File: src/core/clk_rst_seq_pkg.sv
// Constants and carrier types for the clock prescaler and reset sequencer
package clk_rst_seq_pkg;

  // ----------------------------------------------------------------
  // Register offsets
  // ----------------------------------------------------------------
  localparam logic [11:0] OFS_VOLT_DETECT   = 12'hd0c;
  localparam logic [11:0] OFS_ROUTE_STATUS  = 12'hf0a;
  localparam logic [11:0] OFS_MAIN_CTRL     = 12'hf0b;
  localparam logic [11:0] OFS_PORT2_CHANGE  = 12'hf0c;
  localparam logic [11:0] OFS_COMBINATION   = 12'hf0d;
  localparam logic [11:0] OFS_PORT3_CHANGE  = 12'hf0e;
  localparam logic [11:0] OFS_WATCHDOG_MODE = 12'hf0f;
  localparam logic [11:0] OFS_IRQ_STATUS    = 12'hf10;
  localparam logic [11:0] OFS_IRQ_MASK      = 12'hf11;

  // ----------------------------------------------------------------
  // Field positions and reset values
  // ----------------------------------------------------------------
  localparam int          MAIN_STOP_FLAG_BIT   = 7;
  localparam int          MAIN_DELAY_BIT       = 5;
  localparam int          MAIN_DIV16_BIT       = 0;
  localparam logic [7:0]  MAIN_SW_MASK         = 8'h7d;
  localparam logic [7:0]  MAIN_RESET           = 8'h20;
  localparam logic [7:0]  VOLT_RESET_HI        = 8'hf8;
  localparam logic [7:0]  ROUTE_RESET          = 8'h00;
  localparam logic [7:0]  WATCHDOG_MODE_RESET  = 8'h0d;
  localparam int          VD_ENABLE_BIT        = 0;
  localparam int          VD_LOW_BIT           = 1;
  localparam int          VD_HIGH_BIT          = 2;

  // Interrupt status bits
  localparam int          IRQ_LOW_VOLT_BIT     = 0;
  localparam int          IRQ_WAKE_BIT         = 1;
  localparam int          IRQ_WDOG_BIT         = 2;
  localparam int          IRQ_W                = 3;

  // ----------------------------------------------------------------
  // Timing
  // ----------------------------------------------------------------
  localparam int          CLK_MHZ              = 20;
  localparam int          POR_TIME_US          = 5000;
  localparam int          POR_CYCLES           = POR_TIME_US * CLK_MHZ;
  localparam int          SHORT_RESET_CLOCKS   = 18;
  localparam int          PRESCALE_DIV         = 16;
  localparam int          WDOG_CYCLES_DEF      = 65536;

  // ----------------------------------------------------------------
  // Types
  // ----------------------------------------------------------------
  typedef enum logic [2:0] {
    ST_POR_WAIT,
    ST_RUN,
    ST_HALT,
    ST_STOP,
    ST_BROWNOUT,
    ST_SHORT_WAIT
  } seq_state_e;

  typedef struct packed {
    logic [11:0] addr;
    logic [7:0]  wdata;
    logic        wr;
    logic        rd;
  } reg_req_s;

  typedef struct packed {
    logic core_en;
    logic halt_clk_en;
    logic osc_run;
    logic sys_reset;
  } clk_out_s;

endpackage

File: src/core/clk_rst_seq.sv
// Clock prescaler, reset sequencer and its control registers
`timescale 1ns/1ps

module clk_rst_seq #(
  parameter int POR_CYCLES_P  = clk_rst_seq_pkg::POR_CYCLES,
  parameter int WDOG_CYCLES_P = clk_rst_seq_pkg::WDOG_CYCLES_DEF
) (
  // Clock and reset
  input  wire logic                      mclk_i,
  input  wire logic                      rst_i,
  // Register port
  input  wire clk_rst_seq_pkg::reg_req_s req_i,
  output logic [7:0]                     rdata_o,
  // Supply and power events
  input  wire logic                      brownout_i,
  input  wire logic                      low_volt_i,
  input  wire logic                      high_volt_i,
  input  wire logic                      halt_req_i,
  input  wire logic                      stop_req_i,
  input  wire logic                      wake_event_i,
  input  wire logic                      irq_request_i,
  input  wire logic                      watchdog_service_i,
  input  wire logic                      watchdog_enable_i,
  input  wire logic                      watchdog_timer_clear_i,
  input  wire logic                      short_reset_timer_clear_i,
  // Clocks and reset out
  output clk_rst_seq_pkg::clk_out_s      clk_o,
  output logic                           irq_o
);

  // ----------------------------------------------------------------
  // State
  // ----------------------------------------------------------------
  typedef struct packed {
    clk_rst_seq_pkg::seq_state_e st;
    logic [31:0]                 tmr;
    logic [31:0]                 wdog;
    logic                        div2;
    logic [3:0]                  pre;
    logic                        div16_act;
    logic [7:0]                  main;
    logic [7:0]                  route;
    logic [7:0]                  p2chg;
    logic [7:0]                  comb;
    logic [7:0]                  p3chg;
    logic [7:0]                  wmode;
    logic                        vd_en;
    logic [2:0]                  irq_st;
    logic [2:0]                  irq_mask;
    logic                        watchdog_timer_clear_q;
    logic                        short_reset_timer_clear_q;
    logic [7:0]                  rdata;
    clk_rst_seq_pkg::clk_out_s   clk;
    logic                        irq;
  } state_s;

  state_s st_ff;
  state_s nxt_st;

  function automatic logic [7:0] reg_read(input state_s s, input logic [11:0] a);
    logic [7:0] v;
    v = 8'h00;
    case (a)
      clk_rst_seq_pkg::OFS_VOLT_DETECT:
        v = {clk_rst_seq_pkg::VOLT_RESET_HI[7:3], high_volt_i & s.vd_en,
             low_volt_i & s.vd_en, s.vd_en};
      clk_rst_seq_pkg::OFS_ROUTE_STATUS:  v = s.route;
      clk_rst_seq_pkg::OFS_MAIN_CTRL:     v = s.main;
      clk_rst_seq_pkg::OFS_PORT2_CHANGE:  v = s.p2chg;
      clk_rst_seq_pkg::OFS_COMBINATION:   v = s.comb;
      clk_rst_seq_pkg::OFS_PORT3_CHANGE:  v = s.p3chg;
      clk_rst_seq_pkg::OFS_WATCHDOG_MODE: v = s.wmode;
      clk_rst_seq_pkg::OFS_IRQ_STATUS:    v = {5'h00, s.irq_st};
      clk_rst_seq_pkg::OFS_IRQ_MASK:      v = {5'h00, s.irq_mask};
      default:                            v = 8'h00;
    endcase
    return v;
  endfunction

  // Full defaults for power-on, brownout and watchdog resets
  function automatic state_s por_defaults(input state_s s);
    state_s r;
    r = s;
    r.main     = clk_rst_seq_pkg::MAIN_RESET;
    r.route    = clk_rst_seq_pkg::ROUTE_RESET;
    r.p2chg    = 8'h00;
    r.comb     = 8'h00;
    r.p3chg    = 8'h00;
    r.wmode    = clk_rst_seq_pkg::WATCHDOG_MODE_RESET;
    r.vd_en    = 1'b0;
    r.irq_mask = 3'h0;
    r.irq_st   = 3'h0;
    r.div16_act = 1'b0;
    r.wdog     = 32'h0;
    return r;
  endfunction

  logic       wd_timeout;
  logic [2:0] irq_set;
  logic       div_tick;

  always_comb begin
    nxt_st = st_ff;
    wd_timeout = watchdog_enable_i && (st_ff.st == clk_rst_seq_pkg::ST_RUN)
                 && (st_ff.wdog >= 32'(WDOG_CYCLES_P - 1));
    irq_set = 3'h0;
    irq_set[clk_rst_seq_pkg::IRQ_LOW_VOLT_BIT] = st_ff.vd_en & low_volt_i;
    irq_set[clk_rst_seq_pkg::IRQ_WDOG_BIT]     = wd_timeout;

    // Divide by two, then an optional sixteen from the same counter
    nxt_st.div2 = ~st_ff.div2;
    if (st_ff.div2) begin
      nxt_st.pre = st_ff.pre + 4'h1;
    end
    div_tick = st_ff.div2 && (!st_ff.div16_act || st_ff.pre == 4'hf);
    // Switching only at the wrap keeps every divided pulse full length
    if (st_ff.div2 && st_ff.pre == 4'hf) begin
      nxt_st.div16_act = st_ff.main[clk_rst_seq_pkg::MAIN_DIV16_BIT];
    end

    // Register writes
    if (req_i.wr && st_ff.st != clk_rst_seq_pkg::ST_POR_WAIT) begin
      case (req_i.addr)
        clk_rst_seq_pkg::OFS_VOLT_DETECT:
          nxt_st.vd_en = req_i.wdata[clk_rst_seq_pkg::VD_ENABLE_BIT];
        clk_rst_seq_pkg::OFS_ROUTE_STATUS:  nxt_st.route = req_i.wdata;
        clk_rst_seq_pkg::OFS_MAIN_CTRL: begin
          // Stop flag is hardware owned and read only
          nxt_st.main = (req_i.wdata & clk_rst_seq_pkg::MAIN_SW_MASK)
                        | (st_ff.main & ~clk_rst_seq_pkg::MAIN_SW_MASK);
        end
        clk_rst_seq_pkg::OFS_PORT2_CHANGE:  nxt_st.p2chg = req_i.wdata;
        clk_rst_seq_pkg::OFS_COMBINATION:   nxt_st.comb = req_i.wdata;
        clk_rst_seq_pkg::OFS_PORT3_CHANGE:  nxt_st.p3chg = req_i.wdata;
        clk_rst_seq_pkg::OFS_WATCHDOG_MODE: nxt_st.wmode = req_i.wdata;
        clk_rst_seq_pkg::OFS_IRQ_STATUS:
          nxt_st.irq_st = st_ff.irq_st & ~req_i.wdata[2:0];
        clk_rst_seq_pkg::OFS_IRQ_MASK:      nxt_st.irq_mask = req_i.wdata[2:0];
        default: ;
      endcase
    end

    // Watchdog interval counter, cleared by the service instruction
    // Held at zero while disabled, so enabling it never fires at once
    if (watchdog_service_i || !watchdog_enable_i
        || st_ff.st != clk_rst_seq_pkg::ST_RUN) begin
      nxt_st.wdog = 32'h0;
    end else if (div_tick) begin
      nxt_st.wdog = st_ff.wdog + 32'h1;
    end

    nxt_st.watchdog_timer_clear_q = watchdog_timer_clear_i;
    nxt_st.short_reset_timer_clear_q = short_reset_timer_clear_i;
    if (st_ff.tmr != 32'h0) begin
      nxt_st.tmr = st_ff.tmr - 32'h1;
    end

    case (st_ff.st)
      clk_rst_seq_pkg::ST_POR_WAIT: begin
        if (st_ff.tmr == 32'h0) begin
          nxt_st.st = clk_rst_seq_pkg::ST_RUN;
        end
      end
      clk_rst_seq_pkg::ST_SHORT_WAIT: begin
        if (st_ff.tmr == 32'h0) begin
          nxt_st.st = clk_rst_seq_pkg::ST_RUN;
        end
      end
      clk_rst_seq_pkg::ST_RUN: begin
        if (stop_req_i) begin
          nxt_st.st = clk_rst_seq_pkg::ST_STOP;
        end else if (halt_req_i) begin
          nxt_st.st = clk_rst_seq_pkg::ST_HALT;
        end
      end
      clk_rst_seq_pkg::ST_HALT: begin
        if (irq_request_i) begin
          nxt_st.st = clk_rst_seq_pkg::ST_RUN;
        end
      end
      clk_rst_seq_pkg::ST_STOP: begin
        if (wake_event_i) begin
          // Recovery: prescaler select and interrupt mask cleared, wake status and stop flag set
          nxt_st.main[clk_rst_seq_pkg::MAIN_STOP_FLAG_BIT] = 1'b1;
          nxt_st.main[clk_rst_seq_pkg::MAIN_DIV16_BIT] = 1'b0;
          nxt_st.div16_act = 1'b0;
          nxt_st.irq_mask = 3'h0;
          nxt_st.irq_st[clk_rst_seq_pkg::IRQ_WAKE_BIT] = 1'b1;
          if (st_ff.main[clk_rst_seq_pkg::MAIN_DELAY_BIT]) begin
            nxt_st.st = clk_rst_seq_pkg::ST_POR_WAIT;
            nxt_st.tmr = 32'(POR_CYCLES_P - 1);
          end else begin
            nxt_st.st = clk_rst_seq_pkg::ST_RUN;
          end
        end
      end
      clk_rst_seq_pkg::ST_BROWNOUT: begin
        if (!brownout_i) begin
          nxt_st.st = clk_rst_seq_pkg::ST_POR_WAIT;
          nxt_st.tmr = 32'(POR_CYCLES_P - 1);
        end
      end
      default: nxt_st.st = clk_rst_seq_pkg::ST_POR_WAIT;
    endcase

    // Rising clear inputs start the long or the short timer
    if (watchdog_timer_clear_i && !st_ff.watchdog_timer_clear_q) begin
      nxt_st = por_defaults(nxt_st);
      nxt_st.st = clk_rst_seq_pkg::ST_POR_WAIT;
      nxt_st.tmr = 32'(POR_CYCLES_P - 1);
    end else if (short_reset_timer_clear_i && !st_ff.short_reset_timer_clear_q) begin
      nxt_st.st = clk_rst_seq_pkg::ST_SHORT_WAIT;
      nxt_st.tmr = 32'(clk_rst_seq_pkg::SHORT_RESET_CLOCKS - 1);
    end

    if (wd_timeout) begin
      nxt_st = por_defaults(nxt_st);
      nxt_st.st = clk_rst_seq_pkg::ST_POR_WAIT;
      nxt_st.tmr = 32'(POR_CYCLES_P - 1);
    end

    if (brownout_i) begin
      nxt_st = por_defaults(nxt_st);
      nxt_st.st = clk_rst_seq_pkg::ST_BROWNOUT;
      nxt_st.tmr = 32'h0;
    end

    // Sticky status: hardware set wins over a same-cycle clear
    nxt_st.irq_st = nxt_st.irq_st | irq_set;
    nxt_st.irq = |(nxt_st.irq_st & nxt_st.irq_mask);

    nxt_st.rdata = req_i.rd ? reg_read(st_ff, req_i.addr) : 8'h00;

    nxt_st.clk.osc_run = (nxt_st.st != clk_rst_seq_pkg::ST_STOP)
                         && (nxt_st.st != clk_rst_seq_pkg::ST_BROWNOUT);
    nxt_st.clk.sys_reset = (nxt_st.st == clk_rst_seq_pkg::ST_POR_WAIT)
                           || (nxt_st.st == clk_rst_seq_pkg::ST_SHORT_WAIT)
                           || (nxt_st.st == clk_rst_seq_pkg::ST_BROWNOUT);
    nxt_st.clk.core_en = div_tick && (st_ff.st == clk_rst_seq_pkg::ST_RUN);
    nxt_st.clk.halt_clk_en = div_tick && (st_ff.st == clk_rst_seq_pkg::ST_RUN
                             || st_ff.st == clk_rst_seq_pkg::ST_HALT);
  end

  always_ff @(posedge mclk_i) begin
    if (rst_i) begin
      st_ff <= '0;
      st_ff.st <= clk_rst_seq_pkg::ST_POR_WAIT;
      st_ff.tmr <= 32'(POR_CYCLES_P - 1);
      st_ff.main <= clk_rst_seq_pkg::MAIN_RESET;
      st_ff.wmode <= clk_rst_seq_pkg::WATCHDOG_MODE_RESET;
      st_ff.clk.sys_reset <= 1'b1;
      st_ff.clk.osc_run <= 1'b1;
    end else begin
      st_ff <= nxt_st;
    end
  end

  assign rdata_o = st_ff.rdata;
  assign clk_o   = st_ff.clk;
  assign irq_o   = st_ff.irq;

  // ----------------------------------------------------------------
  // Checks
  // ----------------------------------------------------------------
  chk_halt_gates_core: assert property (@(posedge mclk_i) disable iff (rst_i)
    $past(st_ff.st) == clk_rst_seq_pkg::ST_HALT |-> !clk_o.core_en)
    else $error("core clock ran in halt");
  chk_stop_osc_off: assert property (@(posedge mclk_i) disable iff (rst_i)
    st_ff.st == clk_rst_seq_pkg::ST_STOP |-> !clk_o.osc_run)
    else $error("oscillator ran in stop");
  chk_brownout_reset: assert property (@(posedge mclk_i) disable iff (rst_i)
    brownout_i |=> clk_o.sys_reset && !clk_o.osc_run)
    else $error("brownout did not hold reset");
  chk_fast_wake: assert property (@(posedge mclk_i) disable iff (rst_i)
    st_ff.st == clk_rst_seq_pkg::ST_STOP && wake_event_i && !brownout_i
    && !st_ff.main[clk_rst_seq_pkg::MAIN_DELAY_BIT] && !wd_timeout
    && !(watchdog_timer_clear_i && !st_ff.watchdog_timer_clear_q)
    && !(short_reset_timer_clear_i && !st_ff.short_reset_timer_clear_q)
    |=> st_ff.st == clk_rst_seq_pkg::ST_RUN && !clk_o.sys_reset)
    else $error("fast recovery did not run at once");
  chk_wake_flag: assert property (@(posedge mclk_i) disable iff (rst_i)
    st_ff.st == clk_rst_seq_pkg::ST_STOP && wake_event_i && !brownout_i && !wd_timeout
    && !(watchdog_timer_clear_i && !st_ff.watchdog_timer_clear_q)
    |=> st_ff.main[clk_rst_seq_pkg::MAIN_STOP_FLAG_BIT]
    && !st_ff.main[clk_rst_seq_pkg::MAIN_DIV16_BIT])
    else $error("recovery flag or prescaler wrong");
  chk_wake_delay: assert property (@(posedge mclk_i) disable iff (rst_i)
    st_ff.st == clk_rst_seq_pkg::ST_STOP && wake_event_i
    && st_ff.main[clk_rst_seq_pkg::MAIN_DELAY_BIT] |=> clk_o.sys_reset [*8])
    else $error("delayed recovery skipped the timer");
  chk_wdog_reset: assert property (@(posedge mclk_i) disable iff (rst_i)
    wd_timeout |=> clk_o.sys_reset && st_ff.main == clk_rst_seq_pkg::MAIN_RESET)
    else $error("watchdog did not reset");
  chk_short_timer: assert property (@(posedge mclk_i) disable iff (rst_i)
    short_reset_timer_clear_i && !st_ff.short_reset_timer_clear_q && !watchdog_timer_clear_i && !brownout_i
    && !wd_timeout |=> clk_o.sys_reset [*8])
    else $error("short reset too brief");
  chk_div_tick: assert property (@(posedge mclk_i) disable iff (rst_i)
    clk_o.halt_clk_en |=> !clk_o.halt_clk_en)
    else $error("halt clock not divided");
  chk_lv_irq: assert property (@(posedge mclk_i) disable iff (rst_i)
    st_ff.vd_en && low_volt_i && !brownout_i
    |=> st_ff.irq_st[clk_rst_seq_pkg::IRQ_LOW_VOLT_BIT])
    else $error("low voltage flag lost");
endmodule

File: config.mk
export PLATFORM = sky130hd
export DESIGN_NAME = clk_rst_seq
export DESIGN_NICKNAME = d
export VERILOG_FILES = /design/src/core/clk_rst_seq_pkg.sv /design/src/core/clk_rst_seq.sv
export SDC_FILE = /design/constraint.sdc
export NUM_CORES = 1
export LEC_CHECK = 0
export ABC_AREA = 1
export BUFFER_PORTS_ARGS = -buffer_cell sky130_fd_sc_hd__buf_2
export CORE_UTILIZATION = 60
export CTS_BUF_LIST = sky130_fd_sc_hd__clkbuf_8
export CTS_CLUSTER_SIZE = 30
export DETAILED_ROUTE_END_ITERATION = 8
export GPL_TIMING_DRIVEN = 0
export PLACE_DENSITY = 0.79
export SLEW_MARGIN = 20
export SYNTH_ARGS = -nofsm -noshare
export SYNTH_HDL_FRONTEND = slang
export SYNTH_SLANG_ARGS = --single-unit
File: constraint.sdc
create_clock -name mclk_i -period 2.4 [get_ports mclk_i]
set_clock_uncertainty 0.1 [all_clocks]
set_input_delay 0.12 -clock mclk_i [delete_from_list [all_inputs] [get_ports mclk_i]]
set_output_delay 0.12 -clock mclk_i [all_outputs]
set_load 0.01 [all_outputs]
# Word-level counts from Yosys, hierarchy flattened
# Index checks and enable logic that the tools add are counted.
# Widths: inputs -> output; s select.
dict set report classes {
  addsub 3
  magnitude_cmp 1
  eq_ne 20
  mux 39
  bitwise 9
  n_reduce_logical 38
}
# operator count
set op_table {}
lappend op_table {{$mux 143} 2}
lappend op_table {{$mux 35} 4}
lappend op_table {{$mux 32} 4}
lappend op_table {{$eq 12x12->1 const B} 9}
lappend op_table {{$mux 108} 1}
lappend op_table {{$pmux 8 s9} 1}
lappend op_table {{$pmux 32 s2} 1}
lappend op_table {{$mux 55} 1}
lappend op_table {{$mux 8} 6}
lappend op_table {{$add 32x1->32 const B} 1}
lappend op_table {{$ge 32x16->1 const B} 1}
lappend op_table {{$logic_not 32->1} 1}
lappend op_table {{$reduce_bool 32->1} 1}
lappend op_table {{$sub 32x1->32 const B} 1}
lappend op_table {{$mux 3} 8}
lappend op_table {{$pmux 3 s5} 1}
lappend op_table {{$reduce_and 2->1} 7}
lappend op_table {{$eq 3x3->1 const B} 4}
lappend op_table {{$logic_and 1x1->1} 10}
lappend op_table {{$reduce_or 5->1} 2}
lappend op_table {{$or 7x8->8} 1}
lappend op_table {{$mux 1} 7}
lappend op_table {{$and 3x3->3} 2}
lappend op_table {{$eq 3x2->1 const B} 2}
lappend op_table {{other kinds (19)} 32}
dict set report totals {
  ff_bits 143
  out_inout_bits 13
  elab_cells 135
}

# Longest topological paths before layout
dict set report depth {
  depth_word 12
  ltp_mapped 14
}

# Worst setup path before layout
# Ideal clock, no wire load.
dict set report synth_timing {
  path_kind {register -> register}
  start {reg st_ff[108] in the netlist's numbering}
  end {reg st_ff[123] in the netlist's numbering}
  setup_time_ns 0.126
  t_arrival_ns 1.599
  t_required_ns 2.174
  setup_slack_ns 0.575
  path_stages_with_launch 14
  n_path_buf 0
  synth_period_minus_slack_ns 1.825
  cell_sequence {dfxtp_1 > inv_1 > ha_1 > nand2_1 > nor2_2 > nand2_1 > nor2_4 > nor2_2 > nand2_1 > o21ai_0 > nand2_1 > nand2_1 > nand2_1 > nand2_1}
}
dict set report synth_between {
  elab_chain_len 9
}
# item line_no
set synth_rtl {}
lappend synth_rtl {{from (decl)} clk_rst_seq.sv:57} ;# state_s st_ff;
lappend synth_rtl {{from (signal assigned)} clk_rst_seq.sv:254} ;# st_ff <= nxt_st;
lappend synth_rtl {{$sub 32x1->32 / $reduce_bool 32->1 (equally long branches)} {clk_rst_seq.sv:155, clk_rst_seq.sv:154}}
lappend synth_rtl {{$mux 32 (*)} clk_rst_seq.sv:154} ;# if (st_ff.tmr != 32'h0) begin
lappend synth_rtl {{$mux 32} clk_rst_seq.sv:189} ;# if (st_ff.main[clk_rst_seq_pkg::MAIN_DELAY_BIT]) begin
lappend synth_rtl {{$mux 35} clk_rst_seq.sv:182} ;# if (wake_event_i) begin
lappend synth_rtl {{$pmux 32 s2 (*)} clk_rst_seq.sv:158} ;# case (st_ff.st)
lappend synth_rtl {{$mux 35 (*)} clk_rst_seq.sv:211} ;# end else if (short_reset_timer_clear_i && !st_ff.short_reset_timer_clear_q) begin
lappend synth_rtl {{$mux 35 (*)} clk_rst_seq.sv:207} ;# if (watchdog_timer_clear_i && !st_ff.watchdog_timer_clear_q) begin
lappend synth_rtl {{$mux 143 (*)} clk_rst_seq.sv:216} ;# if (wd_timeout) begin
lappend synth_rtl {{$mux 143 (*)} clk_rst_seq.sv:222} ;# if (brownout_i) begin
# Every way passes the cells marked *; elsewhere a longest branch is shown, timed or not.
# A chain may end at the register's enable or synchronous reset.

# Worst setup path after layout
dict set report layout_timing {
  start {reg st_ff[76] in the netlist's numbering}
  end {reg st_ff[18] in the netlist's numbering}
}
dict set report layout_between {
  elab_chain_len 5
}
# item line_no
set layout_rtl {}
lappend layout_rtl {{$ge 32x16->1} clk_rst_seq.sv:105} ;# && (st_ff.wdog >= 32'(WDOG_CYCLES_P - 1));
lappend layout_rtl {{$logic_and 1x1->1} clk_rst_seq.sv:105}
lappend layout_rtl {{$mux 143} clk_rst_seq.sv:216}
lappend layout_rtl {{$mux 143} clk_rst_seq.sv:222}
lappend layout_rtl {{$or 3x3->3} clk_rst_seq.sv:229} ;# nxt_st.irq_st = nxt_st.irq_st | irq_set;
# No other way between the ends.

==> results.sh <==
export IMPL_outcome="complete, no violations"
export IMPL_clk_root_buffer_cell="sky130_fd_sc_hd__clkbuf_8"
export IMPL_h_tree_depth=4
export IMPL_synthFlopType="sky130_fd_sc_hd__dfxtp_1"
export IMPL_post_layout_nonfiller_instances=1226
export IMPL_post_layout_total_power_mw=4.82
export IMPL_path_max_fanout=5
export IMPL_pin_count_of_the_biggest_net_entering_global_routing=17
export IMPL_timing_critical_path_slowest_stage_cell="sky130_fd_sc_hd__dlygate4sd3_1"
export IMPL_post_synth_edffs=0
export IMPL_synth_top_cells_by_area="sky130_fd_sc_hd__dfxtp_1 (42%), sky130_fd_sc_hd__nand2_1 (15%), sky130_fd_sc_hd__nor2_1 (10%)"
export IMPL_max_cap_violations=0
export IMPL_min_delay_path_depth=5
export IMPL_postLayoutSetupSlackWorst_ns=0.185
export IMPL_chipWidth_um=108
export IMPL_pwr_density_cell_nw_per_um2=615
export IMPL_clkSinkCount=142
export IMPL_maximum_ir_drop_on_the_vdd_rail_mv=0.571
export IMPL_worst_ep_arrival_time_ns=2.46
export IMPL_max_freq_mhz=451
export IMPL_post_place_cells=1171
export IMPL_rows=38
export IMPL_number_of_vias_in_the_routed_layout=6303
export IMPL_clk_pin_slew_ns=0.08
export IMPL_slew_headroom_pct=65.9
export IMPL_ant_nets=0
export IMPL_cp_depth=7
export IMPL_cp_buffers_inverters=1
export IMPL_yosysWarnings=0
export IMPL_synth_cell_area_um2=6700
export IMPL_yosys_register_bits=142
export IMPL_final_min_clock_period_ns=2.21
export IMPL_utilization_pct=72.3
export IMPL_clock_insertion_delay_at_the_later_pin_of_the_skew_report_ns=0.46
export IMPL_worstMarginPinSlew_ns=0.506
export IMPL_worstHoldPathType="in2reg"
export IMPL_rsz0062_at_grt="no"
export IMPL_wirelength_um=15700
export IMPL_synthDominantCellAreaShare_pct=42.4
export IMPL_setup_tns_final_ns=0
export IMPL_power_static_leakage_nw=3.40
export IMPL_critPathMaxStageDelay_ns=0.55
export IMPL_cp_top_family="simple AND/OR/NAND/NOR gates"
export IMPL_wl_per_cell_um=12.8
export IMPL_final_layout_fill_cell_count=935
export IMPL_grt_remaining_overflow=0
export IMPL_endpoint_kind="flip-flop"
export IMPL_placeableCoreArea_um2=10800
export IMPL_antenna_cells_inserted=0
export IMPL_synthToLayoutAreaGrowth_pct=16.9
export IMPL_dpl_hpwl_um=11300
export IMPL_setup_violations=0
export IMPL_grt_total_usage_pct=28.9
export IMPL_fin_nets=1111
export IMPL_cts_inserted_buffers=17
export IMPL_pre_cts_slack_ns=0.196
export IMPL_synth_cell_type_count=41
export IMPL_drt_pre_antenna_iters=5
export IMPL_syn_area_per_cell_um2=6.92
export IMPL_io_pins=48
export IMPL_detailedRoute_firstIterationViolations=426
export IMPL_worstHoldEndpoint="st_ff[21]"
export IMPL_timing_setup_critical_path_class="reg2reg"
export IMPL_port_buffers=47
export IMPL_synth_sequential_area_ratio_pct=42.4
export IMPL_first_global_vias=5700
export IMPL_final_common_cell="sky130_fd_sc_hd__nand2_1"
export IMPL_layout_worst_path_cycle_share_pct=92.3
export IMPL_netlist_instances=969
export IMPL_timing_hold_worst_start="req_i[18]"
export IMPL_synthArstFlopShare_pct=0
export IMPL_synth_top_cell_by_area="sky130_fd_sc_hd__dfxtp_1"
export IMPL_post_route_cells_drive_above_1_share_pct=13.8
export IMPL_die_h_um=108
export IMPL_vias_per_cell=5.14
export IMPL_regToRegStartpoint="st_ff[76]"
export IMPL_clk_path_buf_depth=2
export IMPL_design_die_area_um2=11600
export IMPL_grt_pass1_wl_um=26100
export IMPL_layout_common_cells="sky130_fd_sc_hd__nand2_1 (265), sky130_fd_sc_hd__nor2_1 (181), sky130_fd_sc_hd__dfxtp_1 (142), sky130_fd_sc_hd__inv_1 (85), sky130_fd_sc_hd__buf_2 (61)"
export IMPL_antenna_violations_before_repair=0
export IMPL_drt_drc_violations_left=0
export IMPL_critical_path_cell_chain="ha_1 > nand3_1 > nor3_1 > o21ai_0 > nand4_1 > nand2_1 > dlygate4sd3_1"
export IMPL_cp_data_required_time_ns=2.65
export IMPL_gp_routability_congestion=0.929
export IMPL_ff2ff_setup_slack_ns=0.19
export IMPL_cts_tree="yes"
export IMPL_final_max_slew_violation_count=0
export IMPL_timing_critical_path_from_type="flip-flop"
export IMPL_initial_cell_density_of_the_core_pct=61.8
export IMPL_reg2reg_depth=7
export IMPL_timing_hold_violations_final=0
export IMPL_rr_endpoint="st_ff[18]"
==> cells by family after synthesis <==
group | share of synthesized area [%]
AO/OA/AOI/OAI | 8.87
XOR/XNOR | 3.53
adder cells (fa/ha/maj) | 0.560
buffers and inverters | 8.36
flip-flops | 42.4
other | 0.0559
AND/OR/NAND/NOR | 36.2
==> cells in the mapped netlist, types with 3 or more instances <==
library cell,count
sky130_fd_sc_hd__buf_4,14
sky130_fd_sc_hd__nor2_2,13
sky130_fd_sc_hd__a211oi_1,8
sky130_fd_sc_hd__xor2_1,20
sky130_fd_sc_hd__nor2_1,181
sky130_fd_sc_hd__o21ai_1,5
sky130_fd_sc_hd__or2_2,3
sky130_fd_sc_hd__o21ai_0,23
sky130_fd_sc_hd__inv_2,5
sky130_fd_sc_hd__dfxtp_1,142
sky130_fd_sc_hd__nand4_1,22
sky130_fd_sc_hd__buf_2,14
sky130_fd_sc_hd__inv_1,84
sky130_fd_sc_hd__nand3_2,4
sky130_fd_sc_hd__xnor2_1,7
sky130_fd_sc_hd__o21a_1,3
sky130_fd_sc_hd__ha_1,3
sky130_fd_sc_hd__nand2_4,3
sky130_fd_sc_hd__nor4_1,6
sky130_fd_sc_hd__nand2_1,265
sky130_fd_sc_hd__clkbuf_1,5
sky130_fd_sc_hd__nor3_1,9
sky130_fd_sc_hd__a21oi_1,52
sky130_fd_sc_hd__nor2_4,4
sky130_fd_sc_hd__nand3_1,51
==> per-stage QoR <==
| stage | area [µm²] | hold slack (ns) |
|---|---|---|
| global route | 7840 | 0.0481 |
| finish | 7840 | 0.0111 |
| floorplan | 6760 | 0.141 |
| global placement | 7170 | 0.235 |
| CTS | 7810 | 0.0120 |
| detailed placement | 7170 | 0.242 |
==> state kept, by name (all words and copies together) (netlist names) <==
name and flops:
irq_o 1, rdata_o 8, clk_o 4, st_ff 129
==> final cells by class <==
class,instances,area (µm²),area share [%]
sequential,142,2840,36.3
buffer,34,214,2.73
clock inverter,14,193,2.46
timing repair buffer,70,458,5.84
inverter,91,347,4.42
tap,140,175,2.23
clock buffer,18,248,3.16
multi-input combinational,717,3360,42.9
==> timing repair <==
action                     CTS  global route
setup buffers                0             3
hold buffers                20             0
setup endpoints to repair    0             4
hold endpoints to repair    70             0
gates resized for setup      0             1
==> worst max-delay path by stage <==
stage	slack [ns]	startpoint	to
floorplan	0.58	st_ff[108]	st_ff[123]
global placement	0.23	st_ff[108]	st_ff[123]
detailed placement	0.20	st_ff[108]	st_ff[123]
CTS	0.17	st_ff[108]	st_ff[123]
global route	0.005	st_ff[108]	st_ff[123]
finish	0.19	st_ff[76]	st_ff[18]
==> tightest hold or removal path: stages <==
cell and delay, ns:
sky130_fd_sc_hd__buf_2 0.10, sky130_fd_sc_hd__nand3_2 0.08, sky130_fd_sc_hd__nor3_1 0.06, sky130_fd_sc_hd__nand3_1 0.09
sky130_fd_sc_hd__a211oi_1 0.08
==> report_power, final <==
| group | internal [mW] | switching [mW] | total (mW) |
|---|---|---|---|
| combinational | 0.107 | 0.203 | 0.310 |
| sequential | 2.39 | 0.0210 | 2.41 |
| clock | 1.16 | 0.937 | 2.10 |
==> routing by layer <==
layer	track usage, %	vias to the layer above	part of all wire (%)
li1	-	3268	-
met1	38.2	2814	47
met2	46.3	191	46
met3	5.81	30	5.3
met4	11.1	0	1.9
met5	0	-	0
(Power assumes the default switching activity.)
